### src/logic/pwcap_cfg.svh
// constants for the pulse width capture block
`ifndef PWCAP_CFG_SVH
`define PWCAP_CFG_SVH
`define PWCAP_ADDR_CTRL 4'h0
`define PWCAP_ADDR_CMD 4'h1
`define PWCAP_ADDR_STAT 4'h2
`define PWCAP_ADDR_MASK 4'h3
`define PWCAP_ADDR_COUNT 4'h4
`define PWCAP_ADDR_OVF 4'h5
`define PWCAP_ADDR_RUN 4'h6
// control field positions
`define PWCAP_CTRL_EDGE 0
`define PWCAP_CTRL_ONESHOT 1
`define PWCAP_CTRL_AUTO 2
`define PWCAP_CTRL_PINB 3
`define PWCAP_CTRL_SFLT 4
`define PWCAP_CTRL_DIV 8
`define PWCAP_CTRL_ENLVL 12
`define PWCAP_CTRL_EFLT 16
// rising, periodic, auto start, pin a, no filters, divide by one
`define PWCAP_CTRL_RESET 32'h0000_0004
// command bits
`define PWCAP_CMD_ENABLE 0
`define PWCAP_CMD_DISABLE 1
// status bits
`define PWCAP_ST_DONE 0
`define PWCAP_ST_OVF 1
`define PWCAP_FLT_SAMPLES 3
`endif

### src/logic/pwcap_pkg.sv
// types of the pulse width capture block
package pwcap_pkg;
	typedef enum logic [1:0] {
		PWCAP_IDLE,
		PWCAP_ARMED,
		PWCAP_COUNT
	} pwcap_state_t;
	typedef enum logic [2:0] {
		PWCAP_FLT_NONE,
		PWCAP_FLT_D1,
		PWCAP_FLT_D4,
		PWCAP_FLT_D16,
		PWCAP_FLT_D64
	} pwcap_flt_t;
	typedef enum logic [1:0] {
		PWCAP_EN_NONE,
		PWCAP_EN_LOW,
		PWCAP_EN_HIGH
	} pwcap_enlvl_t;
endpackage

### src/logic/pwcap_top.sv
// pulse width capture channel with register port and interrupt
//
// Overview of operation
// - count from start edge of capture input until its opposite edge
// - start edge rising or falling, rising by default; stop on opposite
// - one-shot mode disables captures after one measurement until re-enabled
// - periodic mode, the default, measures back to back
// - auto start, default true, enables at configuration; else wait enable
// - capture input is pin a or pin b, pin a by default
// - capture filter samples at clock /1,/4,/16,/64 or bypass, default
// - filter output changes only after three equal consecutive samples
// - counter advances at clock /1,/4,/16,/64,/256,/1024, default /1
// - two pins per channel; the other pin may gate captures
// - enable level none, the default, captures always enabled
// - low or high level: start a capture only while enable pin at that level
// - enable input has its own filter, same taps, default none
// - completion reports captured count with overflows of the measurement
`timescale 1ns/1ps
`include "pwcap_cfg.svh"
module pwcap_top #(
	parameter int CNT_W = 32,
	parameter int OVF_W = 16
) (
	input wire logic clk,
	input wire logic resetn,
	input wire logic channel_pin_a,
	input wire logic channel_pin_b,
	input wire logic [3:0] addr,
	input wire logic [31:0] wdata,
	input wire logic wr,
	input wire logic rd,
	output logic [31:0] rdata,
	output logic irq,
	output logic running
);
	// the register port is one word wide, so neither count may exceed it
	if (CNT_W < 2 || CNT_W > 32) begin
		$error("pwcap_top: CNT_W out of range");
	end
	if (OVF_W < 1 || OVF_W > 32) begin
		$error("pwcap_top: OVF_W out of range");
	end

	typedef struct packed {
		logic [1:0] sa;
		logic [1:0] sb;
		logic [31:0] ctrl;
		logic [1:0] mask;
		logic [1:0] stat;
		logic enabled;
		pwcap_pkg::pwcap_state_t st;
		logic [9:0] div;
		logic [`PWCAP_FLT_SAMPLES-1:0] shs;
		logic [`PWCAP_FLT_SAMPLES-1:0] she;
		logic fs;
		logic fe;
		logic prev_s;
		logic [CNT_W-1:0] cnt;
		logic [OVF_W-1:0] ovf;
		logic [CNT_W-1:0] cap_cnt;
		logic [OVF_W-1:0] cap_ovf;
		logic [31:0] rdata;
	} pwcap_regs_t;

	pwcap_regs_t q_r;
	pwcap_regs_t q_nxt;

	// true when the free divider reaches the end of a tap period
	function automatic logic tap(input logic [9:0] d, input logic [2:0] sel);
		logic t;
		t = 1'b0;
		case (sel)
			3'd0: t = 1'b1;
			3'd1: t = (d[1:0] == 2'h3);
			3'd2: t = (d[3:0] == 4'hf);
			3'd3: t = (d[5:0] == 6'h3f);
			3'd4: t = (d[7:0] == 8'hff);
			3'd5: t = (d == 10'h3ff);
			default: t = 1'b0;
		endcase
		return t;
	endfunction

	// filter sample tick; none never ticks and the sample is bypassed
	function automatic logic ftick(input logic [9:0] d,
			input pwcap_pkg::pwcap_flt_t f);
		logic t;
		t = 1'b0;
		case (f)
			pwcap_pkg::PWCAP_FLT_D1: t = tap(d, 3'd0);
			pwcap_pkg::PWCAP_FLT_D4: t = tap(d, 3'd1);
			pwcap_pkg::PWCAP_FLT_D16: t = tap(d, 3'd2);
			pwcap_pkg::PWCAP_FLT_D64: t = tap(d, 3'd3);
			default: t = 1'b0;
		endcase
		return t;
	endfunction

	// a level passes only after a full run of equal samples
	function automatic logic vote(
			input logic [`PWCAP_FLT_SAMPLES-1:0] h,
			input logic held);
		logic v;
		v = held;
		if (&h)
			v = 1'b1;
		else if (~|h)
			v = 1'b0;
		return v;
	endfunction

	always_comb begin
		logic raw_s;
		logic raw_e;
		logic sig;
		logic en_in;
		logic gate;
		logic rise;
		logic fall;
		logic start_e;
		logic stop_e;
		logic cnt_tick;
		logic wrap;
		logic done_ev;
		logic ovf_ev;
		logic en_cmd;
		logic dis_cmd;
		pwcap_pkg::pwcap_flt_t sflt;
		pwcap_pkg::pwcap_flt_t eflt;
		pwcap_pkg::pwcap_enlvl_t enlvl;
		raw_s = 1'b0;
		raw_e = 1'b0;
		sig = 1'b0;
		en_in = 1'b0;
		gate = 1'b0;
		rise = 1'b0;
		fall = 1'b0;
		start_e = 1'b0;
		stop_e = 1'b0;
		cnt_tick = 1'b0;
		wrap = 1'b0;
		done_ev = 1'b0;
		ovf_ev = 1'b0;
		en_cmd = 1'b0;
		dis_cmd = 1'b0;
		sflt = pwcap_pkg::PWCAP_FLT_NONE;
		eflt = pwcap_pkg::PWCAP_FLT_NONE;
		enlvl = pwcap_pkg::PWCAP_EN_NONE;
		q_nxt = q_r;
		sflt = pwcap_pkg::pwcap_flt_t'(q_r.ctrl[`PWCAP_CTRL_SFLT +: 3]);
		eflt = pwcap_pkg::pwcap_flt_t'(q_r.ctrl[`PWCAP_CTRL_EFLT +: 3]);
		enlvl = pwcap_pkg::pwcap_enlvl_t'(q_r.ctrl[`PWCAP_CTRL_ENLVL +: 2]);
		en_cmd = wr && addr == `PWCAP_ADDR_CMD && wdata[`PWCAP_CMD_ENABLE];
		dis_cmd = wr && addr == `PWCAP_ADDR_CMD && wdata[`PWCAP_CMD_DISABLE];

		// pins pass two flops; only the second stage is read below
		q_nxt.sa = {q_r.sa[0], channel_pin_a};
		q_nxt.sb = {q_r.sb[0], channel_pin_b};
		q_nxt.div = q_r.div + 10'h001;

		// pick capture pin, the other one is the enable pin
		raw_s = q_r.ctrl[`PWCAP_CTRL_PINB] ? q_r.sb[1] : q_r.sa[1];
		raw_e = q_r.ctrl[`PWCAP_CTRL_PINB] ? q_r.sa[1] : q_r.sb[1];

		// three-sample filters on both inputs
		if (ftick(q_r.div, sflt)) begin
			q_nxt.shs = {q_r.shs[`PWCAP_FLT_SAMPLES-2:0], raw_s};
			q_nxt.fs = vote(q_nxt.shs, q_r.fs);
		end
		if (ftick(q_r.div, eflt)) begin
			q_nxt.she = {q_r.she[`PWCAP_FLT_SAMPLES-2:0], raw_e};
			q_nxt.fe = vote(q_nxt.she, q_r.fe);
		end
		sig = (sflt == pwcap_pkg::PWCAP_FLT_NONE) ? raw_s : q_r.fs;
		en_in = (eflt == pwcap_pkg::PWCAP_FLT_NONE) ? raw_e : q_r.fe;
		q_nxt.prev_s = sig;

		case (enlvl)
			pwcap_pkg::PWCAP_EN_LOW: gate = ~en_in;
			pwcap_pkg::PWCAP_EN_HIGH: gate = en_in;
			default: gate = 1'b1;
		endcase

		rise = sig && !q_r.prev_s;
		fall = !sig && q_r.prev_s;
		start_e = q_r.ctrl[`PWCAP_CTRL_EDGE] ? fall : rise;
		stop_e = q_r.ctrl[`PWCAP_CTRL_EDGE] ? rise : fall;
		cnt_tick = tap(q_r.div, q_r.ctrl[`PWCAP_CTRL_DIV +: 3]);

		if (en_cmd)
			q_nxt.enabled = 1'b1;
		if (dis_cmd)
			q_nxt.enabled = 1'b0;

		case (q_r.st)
			pwcap_pkg::PWCAP_IDLE: begin
				if (q_r.enabled)
					q_nxt.st = pwcap_pkg::PWCAP_ARMED;
			end
			pwcap_pkg::PWCAP_ARMED: begin
				if (!q_r.enabled) begin
					q_nxt.st = pwcap_pkg::PWCAP_IDLE;
				end else if (start_e && gate) begin
					q_nxt.cnt = '0;
					q_nxt.ovf = '0;
					q_nxt.st = pwcap_pkg::PWCAP_COUNT;
				end
			end
			pwcap_pkg::PWCAP_COUNT: begin
				if (!q_r.enabled) begin
					q_nxt.st = pwcap_pkg::PWCAP_IDLE;
				end else if (stop_e) begin
					q_nxt.cap_cnt = q_r.cnt;
					q_nxt.cap_ovf = q_r.ovf;
					done_ev = 1'b1;
					if (q_r.ctrl[`PWCAP_CTRL_ONESHOT]) begin
						q_nxt.enabled = en_cmd && !dis_cmd;
						q_nxt.st = pwcap_pkg::PWCAP_IDLE;
					end else begin
						q_nxt.st = pwcap_pkg::PWCAP_ARMED;
					end
				end else if (cnt_tick) begin
					q_nxt.cnt = q_r.cnt + 1'b1;
					wrap = &q_r.cnt;
					if (wrap) begin
						q_nxt.ovf = q_r.ovf + 1'b1;
						ovf_ev = 1'b1;
					end
				end
			end
			default: q_nxt.st = pwcap_pkg::PWCAP_IDLE;
		endcase

		// register writes; a new configuration restarts in line with auto start
		if (wr && addr == `PWCAP_ADDR_CTRL) begin
			q_nxt.ctrl = wdata;
			q_nxt.enabled = wdata[`PWCAP_CTRL_AUTO];
			q_nxt.st = pwcap_pkg::PWCAP_IDLE;
			// preload filters and edge history from the newly chosen pins,
			// else a stale level would look like an edge after the change
			q_nxt.fs = wdata[`PWCAP_CTRL_PINB] ? q_r.sb[1] : q_r.sa[1];
			q_nxt.fe = wdata[`PWCAP_CTRL_PINB] ? q_r.sa[1] : q_r.sb[1];
			q_nxt.shs = {`PWCAP_FLT_SAMPLES{q_nxt.fs}};
			q_nxt.she = {`PWCAP_FLT_SAMPLES{q_nxt.fe}};
			q_nxt.prev_s = q_nxt.fs;
		end
		if (wr && addr == `PWCAP_ADDR_MASK)
			q_nxt.mask = wdata[1:0];

		// read of status clears it, but a same-cycle event still lands
		if (rd && addr == `PWCAP_ADDR_STAT)
			q_nxt.stat = 2'b00;
		if (done_ev)
			q_nxt.stat[`PWCAP_ST_DONE] = 1'b1;
		if (ovf_ev)
			q_nxt.stat[`PWCAP_ST_OVF] = 1'b1;

		q_nxt.rdata = 32'h0000_0000;
		if (rd) begin
			case (addr)
				`PWCAP_ADDR_CTRL: q_nxt.rdata = q_r.ctrl;
				`PWCAP_ADDR_STAT: q_nxt.rdata = {30'h0, q_r.stat};
				`PWCAP_ADDR_MASK: q_nxt.rdata = {30'h0, q_r.mask};
				`PWCAP_ADDR_COUNT: q_nxt.rdata = 32'(q_r.cap_cnt);
				`PWCAP_ADDR_OVF: q_nxt.rdata = 32'(q_r.cap_ovf);
				`PWCAP_ADDR_RUN:
					q_nxt.rdata = {30'h0,
						q_r.st == pwcap_pkg::PWCAP_COUNT, q_r.enabled};
				default: q_nxt.rdata = 32'h0000_0000;
			endcase
		end
	end

	always_ff @(posedge clk or negedge resetn) begin
		if (!resetn) begin
			q_r.sa <= 2'b00;
			q_r.sb <= 2'b00;
			q_r.ctrl <= `PWCAP_CTRL_RESET;
			q_r.mask <= 2'b00;
			q_r.stat <= 2'b00;
			q_r.enabled <= 1'b1;
			q_r.st <= pwcap_pkg::PWCAP_IDLE;
			q_r.div <= 10'h000;
			q_r.shs <= '0;
			q_r.she <= '0;
			q_r.fs <= 1'b0;
			q_r.fe <= 1'b0;
			q_r.prev_s <= 1'b0;
			q_r.cnt <= '0;
			q_r.ovf <= '0;
			q_r.cap_cnt <= '0;
			q_r.cap_ovf <= '0;
			q_r.rdata <= 32'h0000_0000;
		end else begin
			q_r <= q_nxt;
		end
	end

	assign rdata = q_r.rdata;
	assign irq = |(q_r.stat & q_r.mask);
	assign running = (q_r.st == pwcap_pkg::PWCAP_COUNT);
endmodule

### config.mk
export PLATFORM = sky130hd
export DESIGN_NAME = pwcap_top
export DESIGN_NICKNAME = d
export VERILOG_FILES = /design/src/logic/pwcap_pkg.sv /design/src/logic/pwcap_top.sv
export VERILOG_INCLUDE_DIRS = /design/src /design/src/logic
export SDC_FILE = /design/constraint.sdc
export NUM_CORES = 1
export LEC_CHECK = 0
export ABC_AREA = 1
export BUFFER_PORTS_ARGS = -buffer_cell sky130_fd_sc_hd__buf_2
export CORE_MARGIN = 2
export CORE_UTILIZATION = 40
export CTS_CLUSTER_DIAMETER = 80
export DETAILED_ROUTE_END_ITERATION = 16
export GPL_TIMING_DRIVEN = 0
export RECOVER_POWER = 50
export SLEW_MARGIN = 10
export SYNTH_ARGS = -nofsm -noshare
export SYNTH_HDL_FRONTEND = slang
export SYNTH_SLANG_ARGS = --single-unit
export TNS_END_PERCENT = 1
### constraint.sdc
create_clock -name clk -period 2.5 [get_ports clk]
set_clock_uncertainty 0.15 [all_clocks]
set_input_delay 0.125 -clock clk [delete_from_list [all_inputs] [get_ports clk]]
set_output_delay 0.125 -clock clk [all_outputs]
set_load 0.05 [all_outputs]
==> results by stage, run 1 <==
Placed design:
- Detailed placement finished with a half-perimeter wire length of 21.6 mm.
- In this run the cell area measured after placement is 0.0109 mm2.
- Routability-driven placement finished with a final weighted congestion of around 0.95.
- Input and output buffers added on the ports amount to 75.

Detailed routing:
- After detailed routing, the total wire length is 29.0 mm.
- Across all layers, the routed design uses 9,169 vias.
- The number of design-rule violations left by the first detailed-router iteration is ~660.
- After detailed routing, the number of vias per cell comes to roughly 5.
- Before antenna repair, the detailed router went through 5 iterations.
- In the routed design, unresolved DRC markers number 0.
- In this run the remaining antenna-violating nets after routing total 0.
- Dividing the detail-routed wire length by the instance count gives approximately 16 um.

Worst hold path:
- The beginning of the worst hold path is addr[1].
- The number of cells on the worst hold path is 4.
- The type of the tightest min-delay check is input pin to register.
- The endpoint with the worst hold slack is q_r[150].

Power and ir drop:
- The total leakage power is around 5.6 nW.
- The sum of internal, switching and leakage power is roughly 8.4 mW.
- The cell area power density is between 700 and 800 mW/mm2.
- The maximum vdd ir drop is 0.438 mV.

Finish:
- The antenna diode count is 0.
- The fraction of layout cells with a size suffix above 1 is around 11%.
- The post-layout net count is between 1.5k and 2k.
- Measured on the finished design, the core utilization comes to 47.4%.
- The final cell area excluding filler cells is around 0.012 mm2.
- Leaving out fill and tap cells, the most frequent cell in the layout is nand2_1.
- The synthesis-to-layout area growth is 17.6%.
- Leaving out fill and tap cells, the most frequent cells in the layout are nand2_1, dfrtp_1, inv_1.

GRT:
- The number of global-route vias before repair is a little under 9k.
- Across every metal layer, demand over resource in global routing totals about 23%.
- The initial antenna violation count came to 0.
- The remaining global-route overflow is 0.
- The maximum number of pins on one net before global-route repair is 109.
- The first global-routing pass estimated between 40 and 50 mm of wire.

Clock tree:
- The clock insertion delay at the later pin of the skew report is between 0.4 and 0.5 ns.
- The H-tree was split into 4 levels.
- The clock passes through at most 2 buffers.
- The buffer type at the clock tree root is clkbuf_16.
- The CTS clock-pin slew for the worst setup and hold paths is roughly 0.080 ns.
- In this run, CTS created clock tree buffers numbering 17.
- The CTS tree is yes.
- The tree built by TritonCTS fans out to 188 sinks.

Critical path:
- STA puts the critical path data arrival time at roughly 2.5 ns.
- The data required time of the critical path is ~2.7 ns.
- The slowest stage of the critical path belongs to the cell dlygate4sd3_1.
- The critical register-to-register path endpoint is q_r[149].
- The worst setup path is launched from a register.
- The family of cells with the greatest summed delay on the critical path is simple AND/OR/NAND/NOR gates.
- The startpoint identified for the worst register-to-register timing path is q_r[157].
- The critical-path maximum fanout is 6.
- Traced cell by cell, the critical path runs through inv_2 -> nand2_1 -> nand2_1 -> nand2_1 -> nand4_1 -> nand2_2 -> nand2_1 -> nand2_1 -> nand3_1 -> nand3_1 -> dlygate4sd3_1 -> nand2_1.
- The largest single stage delay on the critical path is 0.55 ns.
- The setup slack of the most critical reg-to-reg path is a little under 0.2 ns.
- The most repeated library cell on the critical path is nand2_1.
- Together, buffers and inverters on the worst path number 2.
- The cell depth of the worst flop-to-flop path is 12.
- The sort of element at the end of the critical path is a register.
- The critical path is of the register to register type.

Die:
- 76 I/O pins were placed.
- Once the floorplan was initialized, standard cells occupied between 40 and 50% of the core.
- The die covers between 0.02 and 0.03 mm2.
- The floorplan step set the die height to 163 um.
- The overall die width is between 150 and 200 um.
- The placement row count is slightly below 60.
- The region available for standard cell placement spans between 0.02 and 0.025 mm2.

Yosys:
- Synthesis produced around 1.4k cells.
- Of the synthesized area, sequential elements account for between 40 and 50%.
- The Yosys step of the flow raised 0 warnings.
- In this run, synthesis inferred 0 flip-flops with an integrated enable.
- The synthesized area per cell is approximately 7.4 um2.
- The main flop type after synthesis is dfrtp_1.
- The number of register bits inferred by synthesis is about 190.
- The combined area of all synthesized cells is between 0.01 and 0.015 mm2.
- Counting distinct cell types in the post-synthesis netlist gives between 40 and 50.
- Synthesis produced a netlist with a net count of 1,415.
- The async set-reset flop share out of synthesis is between 90% and 100%.

STA:
- The shortest clock period the worst path allows after layout is ~2.3 ns.
- The post-route worst hold slack is 0.0754 ns.
- The hold violation count in the final report is 0.
- For the pin with the worst max-slew slack, the measured transition is between 1 and 1.5 ns.
- Summed over all failing endpoints, the final setup total negative slack is 0 ns.
- Setup repair after global routing left no endpoint under its margin.
- The final clock period utilization by the worst path is 92.1%.
- Derived from the worst setup path, the maximum achievable clock frequency is 434 MHz.
- The count of final max-slew check failures was 0.
- The final-report setup violation count is 0.
- The worst slew slack as a fraction of its limit is less than 1%.

Run status:
- The run finished with clean final reports.

Job:
- The number of maximum-capacitance constraint violations is 0.
metrics by stage:
step | cells | worst slack, ns
6_report | 1840 | 0.197
5_1_grt | 1840 | 0.00225
4_1_cts | 1841 | 0.0345
3_5_place_dp | 1769 | -0.0836
3_3_place_gp | 1768 | -1.98
2_1_floorplan | 1363 | 0.305
layer usage:
layer	wire length, um	vias to the layer above	GRT usage (%)
li1	-	4594	-
met1	14000	4296	32.5
met2	13100	231	35.3
met3	1290	48	2.90
met4	703	0	7.60
met5	0	-	0
logic make-up (layout without fill, tap and decap cells):
logic type	Yosys count	in the layout	synth area share, %
simple gates	795	795	33.5
flops	188	188	46.8
xor+xnor	12	12	1.04
buf+inv	230	377	10.6
compound gates	128	128	6.89
fa+ha+maj	10	10	1.24
sequential cells by signal, summed over array words and instances (netlist names):
signal  count
q_r       154
rdata      32
q_nxt       2
timing repair:
action | CTS | global route
endpoints found under the hold margin | 148 | 0
setup endpoints to repair | 1 | 41
setup buffers | 0 | 0
resized for setup | 1 | 5
hold buffers | 41 | 0
where the power goes:
part           leakage, nW  switching, mW  internal, mW
logic                 2.85           1.60         0.655
registers             2.53          0.176          3.29
clock network        0.277           1.37          1.33
total                 5.65           3.14          5.28
worst min-delay path: cells and delay by family:
family,cells,cell delay (ns)
buffers and inverters,1,0.13
AND/OR/NAND/NOR,2,0.22
AO/OA/AOI/OAI,1,0.15
cells in the mapped netlist, types with 2 or more instances:
cell type / instances / area [um2]
nor3_1: 12 / 60.1
buf_6: 5 / 56.3
buf_2: 20 / 100
buf_4: 35 / 263
inv_1: 139 / 522
clkbuf_1: 17 / 63.8
nor4_1: 7 / 43.8
o21ai_0: 79 / 395
clkbuf_2: 3 / 15.0
buf_1: 6 / 22.5
o221ai_1: 2 / 17.5
nand3_1: 84 / 420
o22ai_1: 8 / 50.1
ha_1: 10 / 125
o2111ai_1: 2 / 17.5
xor2_1: 11 / 96.3
nor2_1: 119 / 447
o21ai_1: 3 / 15.0
o211ai_1: 6 / 45.0
a21oi_1: 23 / 115
dfrtp_1: 186 / 4650
nand2_1: 489 / 1840
nor2_4: 3 / 33.8
or2_2: 2 / 12.5
dfstp_2: 2 / 52.6
a22oi_1: 2 / 15.0
inv_2: 2 / 7.51
nand4_1: 66 / 413
nand2_2: 6 / 37.5
clkinv_1: 2 / 7.51
nand3b_1: 2 / 15.0
worst max-delay path by stage:
| stage | from | end | cells after the start |
|---|---|---|---|
| after floorplan | q_r[147] | q_r[125] | 10 |
| after global placement | resetn | q_r[115] | 1 |
| after detailed placement | q_r[147] | rdata[1] | 8 |
| after CTS | q_r[149] | q_r[149] | 7 |
| after global routing | q_r[97] | q_r[93] | 13 |
| final | q_r[157] | q_r[149] | 12 |
area by class of cell:
type,instances,area (um2)
buffer,85,519
clock buffer,17,425
clock inverter,14,150
fill,2557,13100
inverter,144,543
multi-input combinational,945,4300
sequential,188,4710
tap,330,413
timing repair buffer,117,773
Note: power is estimated with default switching activity, not from simulation.
==> inputs of run 2 (changes only) <==
==> constraint.sdc (replaced) <==
create_clock -name clk -period 2.1 [get_ports clk]
set_clock_uncertainty 0.15 [all_clocks]
set_input_delay 0.315 -clock clk [delete_from_list [all_inputs] [get_ports clk]]
set_output_delay 0.315 -clock clk [all_outputs]
set_load 0.05 [all_outputs]
==> run 2 against run 1 <==
Count of clock-buffer cells in the layout did not move; combinational power increased by 40%; via count rose by 0.87%; sequential cell count unchanged; total power is 26% higher; worst setup slack got worse by 0.15 ns; critical path depth is 1 higher; final area increased by 2.9%; sequential power rose by 19%; non-clock buffer count is 10 higher; clock power increased by 21%; highest routed layer unchanged.
==> results by stage, run 2 (synthesized netlist as in run 1, its figures left out) <==
Critical path:
- The sort of element at the end of the critical path is a register (unchanged).
- The start point of the critical path is q_r[97] (was q_r[157]).
- The critical-path maximum fanout is 8 (was 6).
- The family of cells with the greatest summed delay on the critical path is simple AND/OR/NAND/NOR gates (unchanged).
- The cell at the slowest stage of the critical path is dfrtp_2 (was dlygate4sd3_1).
- The stage delay of the slowest cell on the critical path is 0.41 ns (was 0.55 ns).
- The worst reg2reg path startpoint is q_r[97] (was q_r[157]).
- The most repeated library cell on the critical path is nand2_1 (unchanged).
- The data required time of the critical path is 2.28 ns (was 2.72 ns).
- The startpoint type of the worst setup path was a register (unchanged).
- The buffer and inverter count on the worst path was 2 (unchanged).
- The setup slack of the most critical reg-to-reg path was 0.05 ns (was 0.20 ns).
- The end of the critical path was q_r[90] (was q_r[149]).
- The logic depth of the worst path, buffers included is 13 (was 12).
- The critical path class is register to register (unchanged).
- The worst path arrival time is 2.23 ns (was 2.52 ns).
- Chain of cells forming the critical path: ha_4 -> nand2_4 -> nor2_4 -> nand2_4 -> nor2_4 -> nand4_1 -> nand2_1 -> nand2_2 -> clkinv_4 -> nand3_4 -> buf_4 -> nand2_1 -> nand2_1 (was inv_2 -> nand2_1 -> nand2_1 -> nand2_1 -> nand4_1 -> nand2_2 -> nand2_1 -> nand2_1 -> nand3_1 -> nand3_1 -> dlygate4sd3_1 -> nand2_1).
- The critical register-to-register path endpoint is q_r[90] (was q_r[149]).
- The cell depth of the worst flop-to-flop path came to 13 (was 12).

Placed design:
- The routability congestion estimate came to 0.972 (was 0.947).
- The number of port buffers is 75 (unchanged).
- The final HPWL from detailed placement is 21.3 mm (was 21.6 mm).
- The total placed instance area is 0.0109 mm2 (about the same).

STA:
- The worst slew slack as a fraction of its limit came to 50.8% (was 0.408%).
- The measured slew at the worst slew-check pin is 0.738 ns (was 1.49 ns).
- The count of final max-slew check failures is 0 (unchanged).
- Setup repair after global routing missed its margin: true (was false).
- The shortest clock period the worst path allows after layout is 2.05 ns (was 2.30 ns).
- The final-report setup violation count is 0 (unchanged).
- The highest clock rate was 488 MHz (was 434 MHz).
- The post-route worst hold slack is 0.0209 ns (was 0.0754 ns).
- The hold violation count in the final report is 0 (unchanged).
- The final clock period utilization by the worst path came to 97.7% (was 92.1%).

Clock tree:
- The number of clock buffers inserted by TritonCTS is 17 (unchanged).
- The number of sinks handled by clock tree synthesis is 188 (unchanged).
- The maximum level of the CTS H-tree is 4 (unchanged).
- The clock insertion delay at the later pin of the skew report is 0.44 ns (about the same).
- The buffer levels on the longest clock path is 2 (unchanged).
- The CTS tree is yes (unchanged).
- The CTS clock-pin slew for the worst setup and hold paths is 0.07 ns (was 0.08 ns).
- The buffer type at the clock tree root is clkbuf_16 (unchanged).

Die:
- The effective utilization at floorplan was 40.3% (unchanged).
- The standard cell core area is 0.0250 mm2 (unchanged).
- The overall die width is 163 um (unchanged).
- The count of boundary I/O pins is 76 (unchanged).
- The height of the chip was 163 um (unchanged).
- The die outline area came to 0.0264 mm2 (unchanged).
- The placement row count is 58 (unchanged).

Power and ir drop:
- The sequential share of power was 39.1% (was 41.2%).
- The switching power share of the total is 36.2% (was 37.3%).
- The combinational fraction of design power came to 29.9% (was 26.8%).
- The reported net switching power was 3.83 mW (was 3.14 mW).
- The clock share of power is 31.0% (was 32.0%).
- The sum of internal, switching and leakage power is 10.6 mW (was 8.43 mW).
- The cell area power density is 869 mW/mm2 (was 712 mW/mm2).
- The maximum vdd ir drop is 0.573 mV (was 0.438 mV).
- The total leakage power is 5.79 nW (was 5.65 nW).
- The internal power consumption came to 6.74 mW (was 5.28 mW).

GRT:
- The number of global-route vias before repair is 8,972 (was 8,782).
- The overall routing resource usage is 22.3% (was 22.6%).
- The wire length of the first global-routing pass is 46.3 mm (was 46.7 mm).
- The maximum number of pins on one net before global-route repair was 101 (was 109).
- The remaining global-route overflow is 0 (unchanged).
- The initial antenna violation count is 0 (unchanged).

Finish:
- The final cell area excluding filler cells is 0.0122 mm2 (was 0.0118 mm2).
- The commonest non-fill, non-tap cell in the layout is nand2_1 (unchanged).
- The fraction of layout cells with a size suffix above 1 is 14.5% (was 10.7%).
- The flip-flop count of the largest register after layout came to 154 (unchanged).
- Most frequent cells in the layout: nand2_1, dfrtp_1, inv_1 (unchanged).
- The synthesis-to-layout area growth is 20.9% (was 17.6%).
- The register ranked first by flip-flop count was q_r (unchanged).
- The post-layout net count was 1,560 (was 1,550).
- The antenna diode count is 0 (unchanged).

Job:
- The number of maximum-capacitance constraint violations was 0 (unchanged).

Detailed routing:
- The number of detailed-route iterations in the first pass is 5 (unchanged).
- The routed wire length is 28.7 mm (was 29.0 mm).
- The average routed wire per standard cell came to 15.5 um (was 15.8 um).
- The final routed DRC violation total came to 0 (unchanged).
- The number of design-rule violations left by the first detailed-router iteration came to 795 (was 658).
- The number of nets with antenna violations after detailed routing is 0 (unchanged).
- The total vias in the final route was 9,249 (was 9,169).
- The average via count per standard cell is 5.00 (was 4.98).

Run status:
- Run status: completed (unchanged).

Worst hold path:
- The type of the tightest min-delay check is input pin to register (unchanged).
[run 2: cell types whose count changed in the layout (fill, tap and decap cells not counted), sizes merged]
cell         previous run  this run
inv                   150       147
bufinv                  0         1
dlygate4sd3            41        32
clkinv                  6         9
clkbuf                 72        80
buf                   106       117
[run 2: area by class of cell]
type	instances	area (um2)
Buffer	85	598
Clock buffer	17	425
Clock inverter	15	173
Fill cell	2515	12800
Inverter	144	557
Multi-Input combinational cell	945	4410
Sequential cell	188	4720
Tap cell	330	413
Timing Repair Buffer	127	870
[run 2: how the worst min path moves through the flow]
stage	from	to	slack, ns	cells past startpoint
2_1_floorplan	resetn	q_nxt[187]	-0.13	0
3_3_place_gp	q_nxt[187]	q_r[187]	0.18	0
3_5_place_dp	q_nxt[187]	q_r[187]	0.19	0
4_1_cts	wdata[2]	q_r[156]	0.01	3
5_1_grt	wdata[1]	q_r[153]	0.02	3
6_report	wdata[1]	q_r[153]	0.02	3
[run 2: power by group through the flow]
| stage | clock network (mW) | registers [mW] | logic (mW) |
|---|---|---|---|
| floorplan | 0 | 4.13 | 1.81 |
| global placement | 0 | 4.19 | 2.56 |
| detailed placement | 0 | 4.19 | 2.59 |
| CTS | 3.34 | 4.12 | 2.71 |
| global route | 3.49 | 4.17 | 3.47 |
| finish | 3.28 | 4.13 | 3.16 |
[run 2: routing by layer]
metal	routed length (um)	vias up	GRT usage [%]
met1	13400	4331	31.0
li1	-	4612	-
met3	1620	39	3.82
met2	13100	267	35.5
met5	0	-	0
met4	627	0	7.36
[run 2: timing repair]
action,in CTS,in global routing
cloned,0,1
pin swaps,2,13
endpoints found under the hold margin,128,0
setup endpoints to repair,72,112
setup buffers,2,16
gates resized for setup,15,92
hold buffers,32,0
[run 2: worst reg2reg max path: cells and delay by family, from the launching register on]
kind | cells | cell delay [ns]
DFF | 1 | 0.41
and+or+nand+nor | 10 | 0.96
buffers and inverters | 2 | 0.26
adders and majority gates | 1 | 0.17
[run 2: through the flow]
| step | instances | setup TNS (ns) | utilization (%) | worst slack, ns |
|---|---|---|---|---|
| floorplan | 1363 | 0 | - | 0.107 |
| global placement | 1768 | -498.81 | 43.5 | -2.59 |
| detailed placement | 1769 | -18.56 | 43.6 | -0.392 |
| CTS | 1834 | -1.76 | 47.5 | -0.0671 |
| global route | 1851 | -1.47 | 48.8 | -0.0588 |
| finish | 1851 | 0 | 48.8 | 0.0490 |
==> inputs of run 3 (changes only) <==
==> constraint.sdc (replaced) <==
create_clock -name clk -period 1.9 [get_ports clk]
set_clock_uncertainty 0.15 [all_clocks]
set_input_delay 0.285 -clock clk [delete_from_list [all_inputs] [get_ports clk]]
set_output_delay 0.285 -clock clk [all_outputs]
set_load 0.05 [all_outputs]
==> run 3 against run 2 <==
The run now ends with setup timing left; combinational power increased by 28%; cell count rose by 1.6%; count of clock-buffer cells in the layout grew 1; largest power group unchanged; die area unchanged; non-clock buffer count grew 29; clock power up 10%.
==> results by stage, run 3 (synthesized netlist as in run 1, its figures left out) <==
Die:
- The height of the chip is 163 um (unchanged).
- The effective utilization at floorplan is 40.3% (unchanged).
- The count of boundary I/O pins was 76 (unchanged).
- The overall die width is 163 um (unchanged).
- The placement row count is 58 (unchanged).
- The die outline area is 0.0264 mm2 (unchanged).
- The standard cell core area is 0.0250 mm2 (unchanged).

GRT:
- The number of global-route vias before repair is 8,963 (was 8,972).
- The maximum number of pins on one net before global-route repair is 102 (was 101).
- The initial antenna violation count was 0 (unchanged).
- The overall routing resource usage is 23.0% (was 22.3%).
- The remaining global-route overflow came to 0 (unchanged).
- The wire length of the first global-routing pass is 47.4 mm (was 46.3 mm).

Clock tree:
- The clock insertion delay at the later pin of the skew report is 0.44 ns (about the same).
- The number of clock buffers inserted by TritonCTS is 17 (unchanged).
- The CTS clock-pin slew for the worst setup and hold paths is 0.08 ns (was 0.07 ns).
- The buffer levels on the longest clock path was 2 (unchanged).
- The buffer type at the clock tree root was clkbuf_16 (unchanged).
- The number of sinks handled by clock tree synthesis came to 188 (unchanged).
- The maximum level of the CTS H-tree was 4 (unchanged).
- The CTS tree is yes (unchanged).

STA:
- The hold violation count in the final report was 0 (unchanged).
- The worst setup margin is -0.160 ns (was 0.0490 ns).
- The final-report setup violation count was 71 (was 0).
- The measured slew at the worst slew-check pin is 0.702 ns (was 0.738 ns).
- Setup repair after global routing missed its margin: true (unchanged).
- The sum of negative setup slack was -5.68 ns (was 0 ns).
- The count of final max-slew check failures is 0 (unchanged).
- The post-route worst hold slack is 0.0218 ns (was 0.0209 ns).
- The shortest clock period the worst path allows after layout came to 2.06 ns (was 2.05 ns).
- The worst slew slack as a fraction of its limit is 53.2% (was 50.8%).
- The highest clock rate came to 485 MHz (was 488 MHz).
- The final clock period utilization by the worst path is 108% (was 97.7%).

Critical path:
- The critical register-to-register path endpoint is q_r[115] (was q_r[90]).
- The cell depth of the worst flop-to-flop path is 14 (was 13).
- The stage delay of the slowest cell on the critical path is 0.42 ns (was 0.41 ns).
- The sort of element at the end of the critical path was a register (unchanged).
- The startpoint type of the worst setup path is a register (unchanged).
- The cell at the slowest stage of the critical path is dfrtp_1 (was dfrtp_2).
- The setup slack of the most critical reg-to-reg path is -0.16 ns (was 0.05 ns).
- The worst reg2reg path startpoint is q_r[138] (was q_r[97]).
- The critical path class is register to register (unchanged).
- The critical-path maximum fanout is 7 (was 8).
- Chain of cells forming the critical path: ha_2 -> inv_2 -> nor2_4 -> nand3_2 -> nand2_2 -> nand2_4 -> nand3_2 -> nand2_2 -> inv_4 -> buf_12 -> nand3_4 -> clkbuf_16 -> nand2_1 -> nand2_1 (was ha_4 -> nand2_4 -> nor2_4 -> nand2_4 -> nor2_4 -> nand4_1 -> nand2_1 -> nand2_2 -> clkinv_4 -> nand3_4 -> buf_4 -> nand2_1 -> nand2_1).
- The data required time of the critical path is 2.08 ns (was 2.28 ns).
- The worst path arrival time came to 2.24 ns (was 2.23 ns).

Finish:
- The number of cells in the finished layout apart from fillers is 1,880 (was 1,851).
- The post-layout net count is 1,589 (was 1,560).
- The synthesis-to-layout area growth is 25.6% (was 20.9%).
- Most frequent cells in the layout: nand2_1, dfrtp_1, inv_1 (unchanged).
- The commonest non-fill, non-tap cell in the layout is nand2_1 (unchanged).
- The count of fill cells added during filler insertion is 2,462 (was 2,515).
- The register ranked first by flip-flop count is q_r (unchanged).
- The antenna diode count came to 0 (unchanged).
- The flip-flop count of the largest register after layout is 154 (unchanged).
- The fraction of layout cells with a size suffix above 1 is 20.3% (was 14.5%).

Power and ir drop:
- The total leakage power is 6.12 nW (was 5.79 nW).
- The cell area power density is 969 mW/mm2 (was 869 mW/mm2).
- The maximum vdd ir drop is 0.661 mV (was 0.573 mV).

Placed design:
- The final HPWL from detailed placement came to 21.5 mm (was 21.3 mm).
- The cell count after placement is 1,769 (unchanged).
- The number of port buffers is 75 (unchanged).
- The routability congestion estimate is 0.951 (was 0.972).

Worst hold path:
- The type of the tightest min-delay check was input pin to register (unchanged).
- The beginning of the worst hold path was wdata[3] (was wdata[1]).
- The number of cells on the worst hold path is 3 (unchanged).
- The endpoint with the worst hold slack is q_r[157] (was q_r[153]).

Detailed routing:
- The average via count per standard cell is 5.00 (about the same).
- The final routed DRC violation total is 0 (unchanged).
- The average routed wire per standard cell came to 16.0 um (was 15.5 um).
- The routed wire length came to 30.0 mm (was 28.7 mm).
- The total vias in the final route is 9,403 (was 9,249).
- The number of nets with antenna violations after detailed routing is 0 (unchanged).
- The number of design-rule violations left by the first detailed-router iteration came to 655 (was 795).
- The number of detailed-route iterations in the first pass is 5 (unchanged).

Run status:
- The final reports fail on setup timing.
- Run status: finished with violations (was completed).

Job:
- The number of maximum-capacitance constraint violations is 0 (unchanged).
## run 3: how the worst max path moves through the flow
| stage | from | to | slack [ns] |
|---|---|---|---|
| 4_1_cts | q_r[137] | q_r[124] | -0.11 |
| 3_5_place_dp | q_r[147] | rdata[1] | -0.54 |
| 3_3_place_gp | resetn | q_r[127] | -2.77 |
| 6_report | q_r[138] | q_r[115] | -0.16 |
| 2_1_floorplan | q_r[96] | q_r[89] | -0.05 |
| 5_1_grt | q_r[187] | q_r[96] | -0.25 |
## run 3: area by class of cell
type / instances / area (um2) / area share (%)
well taps: 330 / 413 / 3.27
plain buffers: 86 / 659 / 5.22
clock buffers: 18 / 429 / 3.40
flip-flops and latches: 188 / 4730 / 37.4
repair buffers: 155 / 1190 / 9.40
clock inverters: 14 / 149 / 1.18
inverters: 144 / 548 / 4.34
multi-input cells: 945 / 4520 / 35.8
## run 3: routing by layer
| metal | wire [um] | share of wire (%) | up-vias | track usage, % |
|---|---|---|---|---|
| li1 | - | - | 4667 | - |
| met1 | 14300 | 48 | 4465 | 32.7 |
| met2 | 13700 | 46 | 223 | 35.8 |
| met3 | 1210 | 4.0 | 48 | 3.23 |
| met4 | 841 | 2.8 | 0 | 8.61 |
| met5 | 0 | 0 | - | 0 |
## run 3: per-stage QoR
stage | area, um2 | power, mW | setup WS [ns] | utilization (%)
final | 12600 | 12.3 | -0.160 | 50.6
after global routing | 12600 | 12.9 | -0.248 | 50.6
after CTS | 12200 | 11.8 | -0.106 | 49.0
after detailed placement | 10900 | 7.52 | -0.540 | 43.7
after global placement | 10900 | 7.49 | -2.77 | 43.5
after floorplan | 10100 | 6.58 | -0.0488 | -
## run 3: what timing repair did
action | in CTS | in global routing
gates resized for setup | 87 | 85
hold endpoints to repair | 124 | 0
gates cloned | 2 | 2
pin swaps | 15 | 32
hold buffers | 35 | 0
buffers inserted | 18 | 22
endpoints found under the setup margin | 116 | 121
## run 3: critical path: cells and delay by family, from the launching register on
kind / cells / cell delay (ns)
simple gates: 9 / 0.71
buf+inv: 4 / 0.44
flops: 1 / 0.42
fa+ha+maj: 1 / 0.22
## run 3: report_power, final
group | leakage [nW] | total [mW] | switching, mW | internal [mW]
clock | 0.278 | 3.62 | 1.76 | 1.87
sequential | 2.50 | 4.58 | 0.246 | 4.33
combinational | 3.34 | 4.05 | 2.45 | 1.60
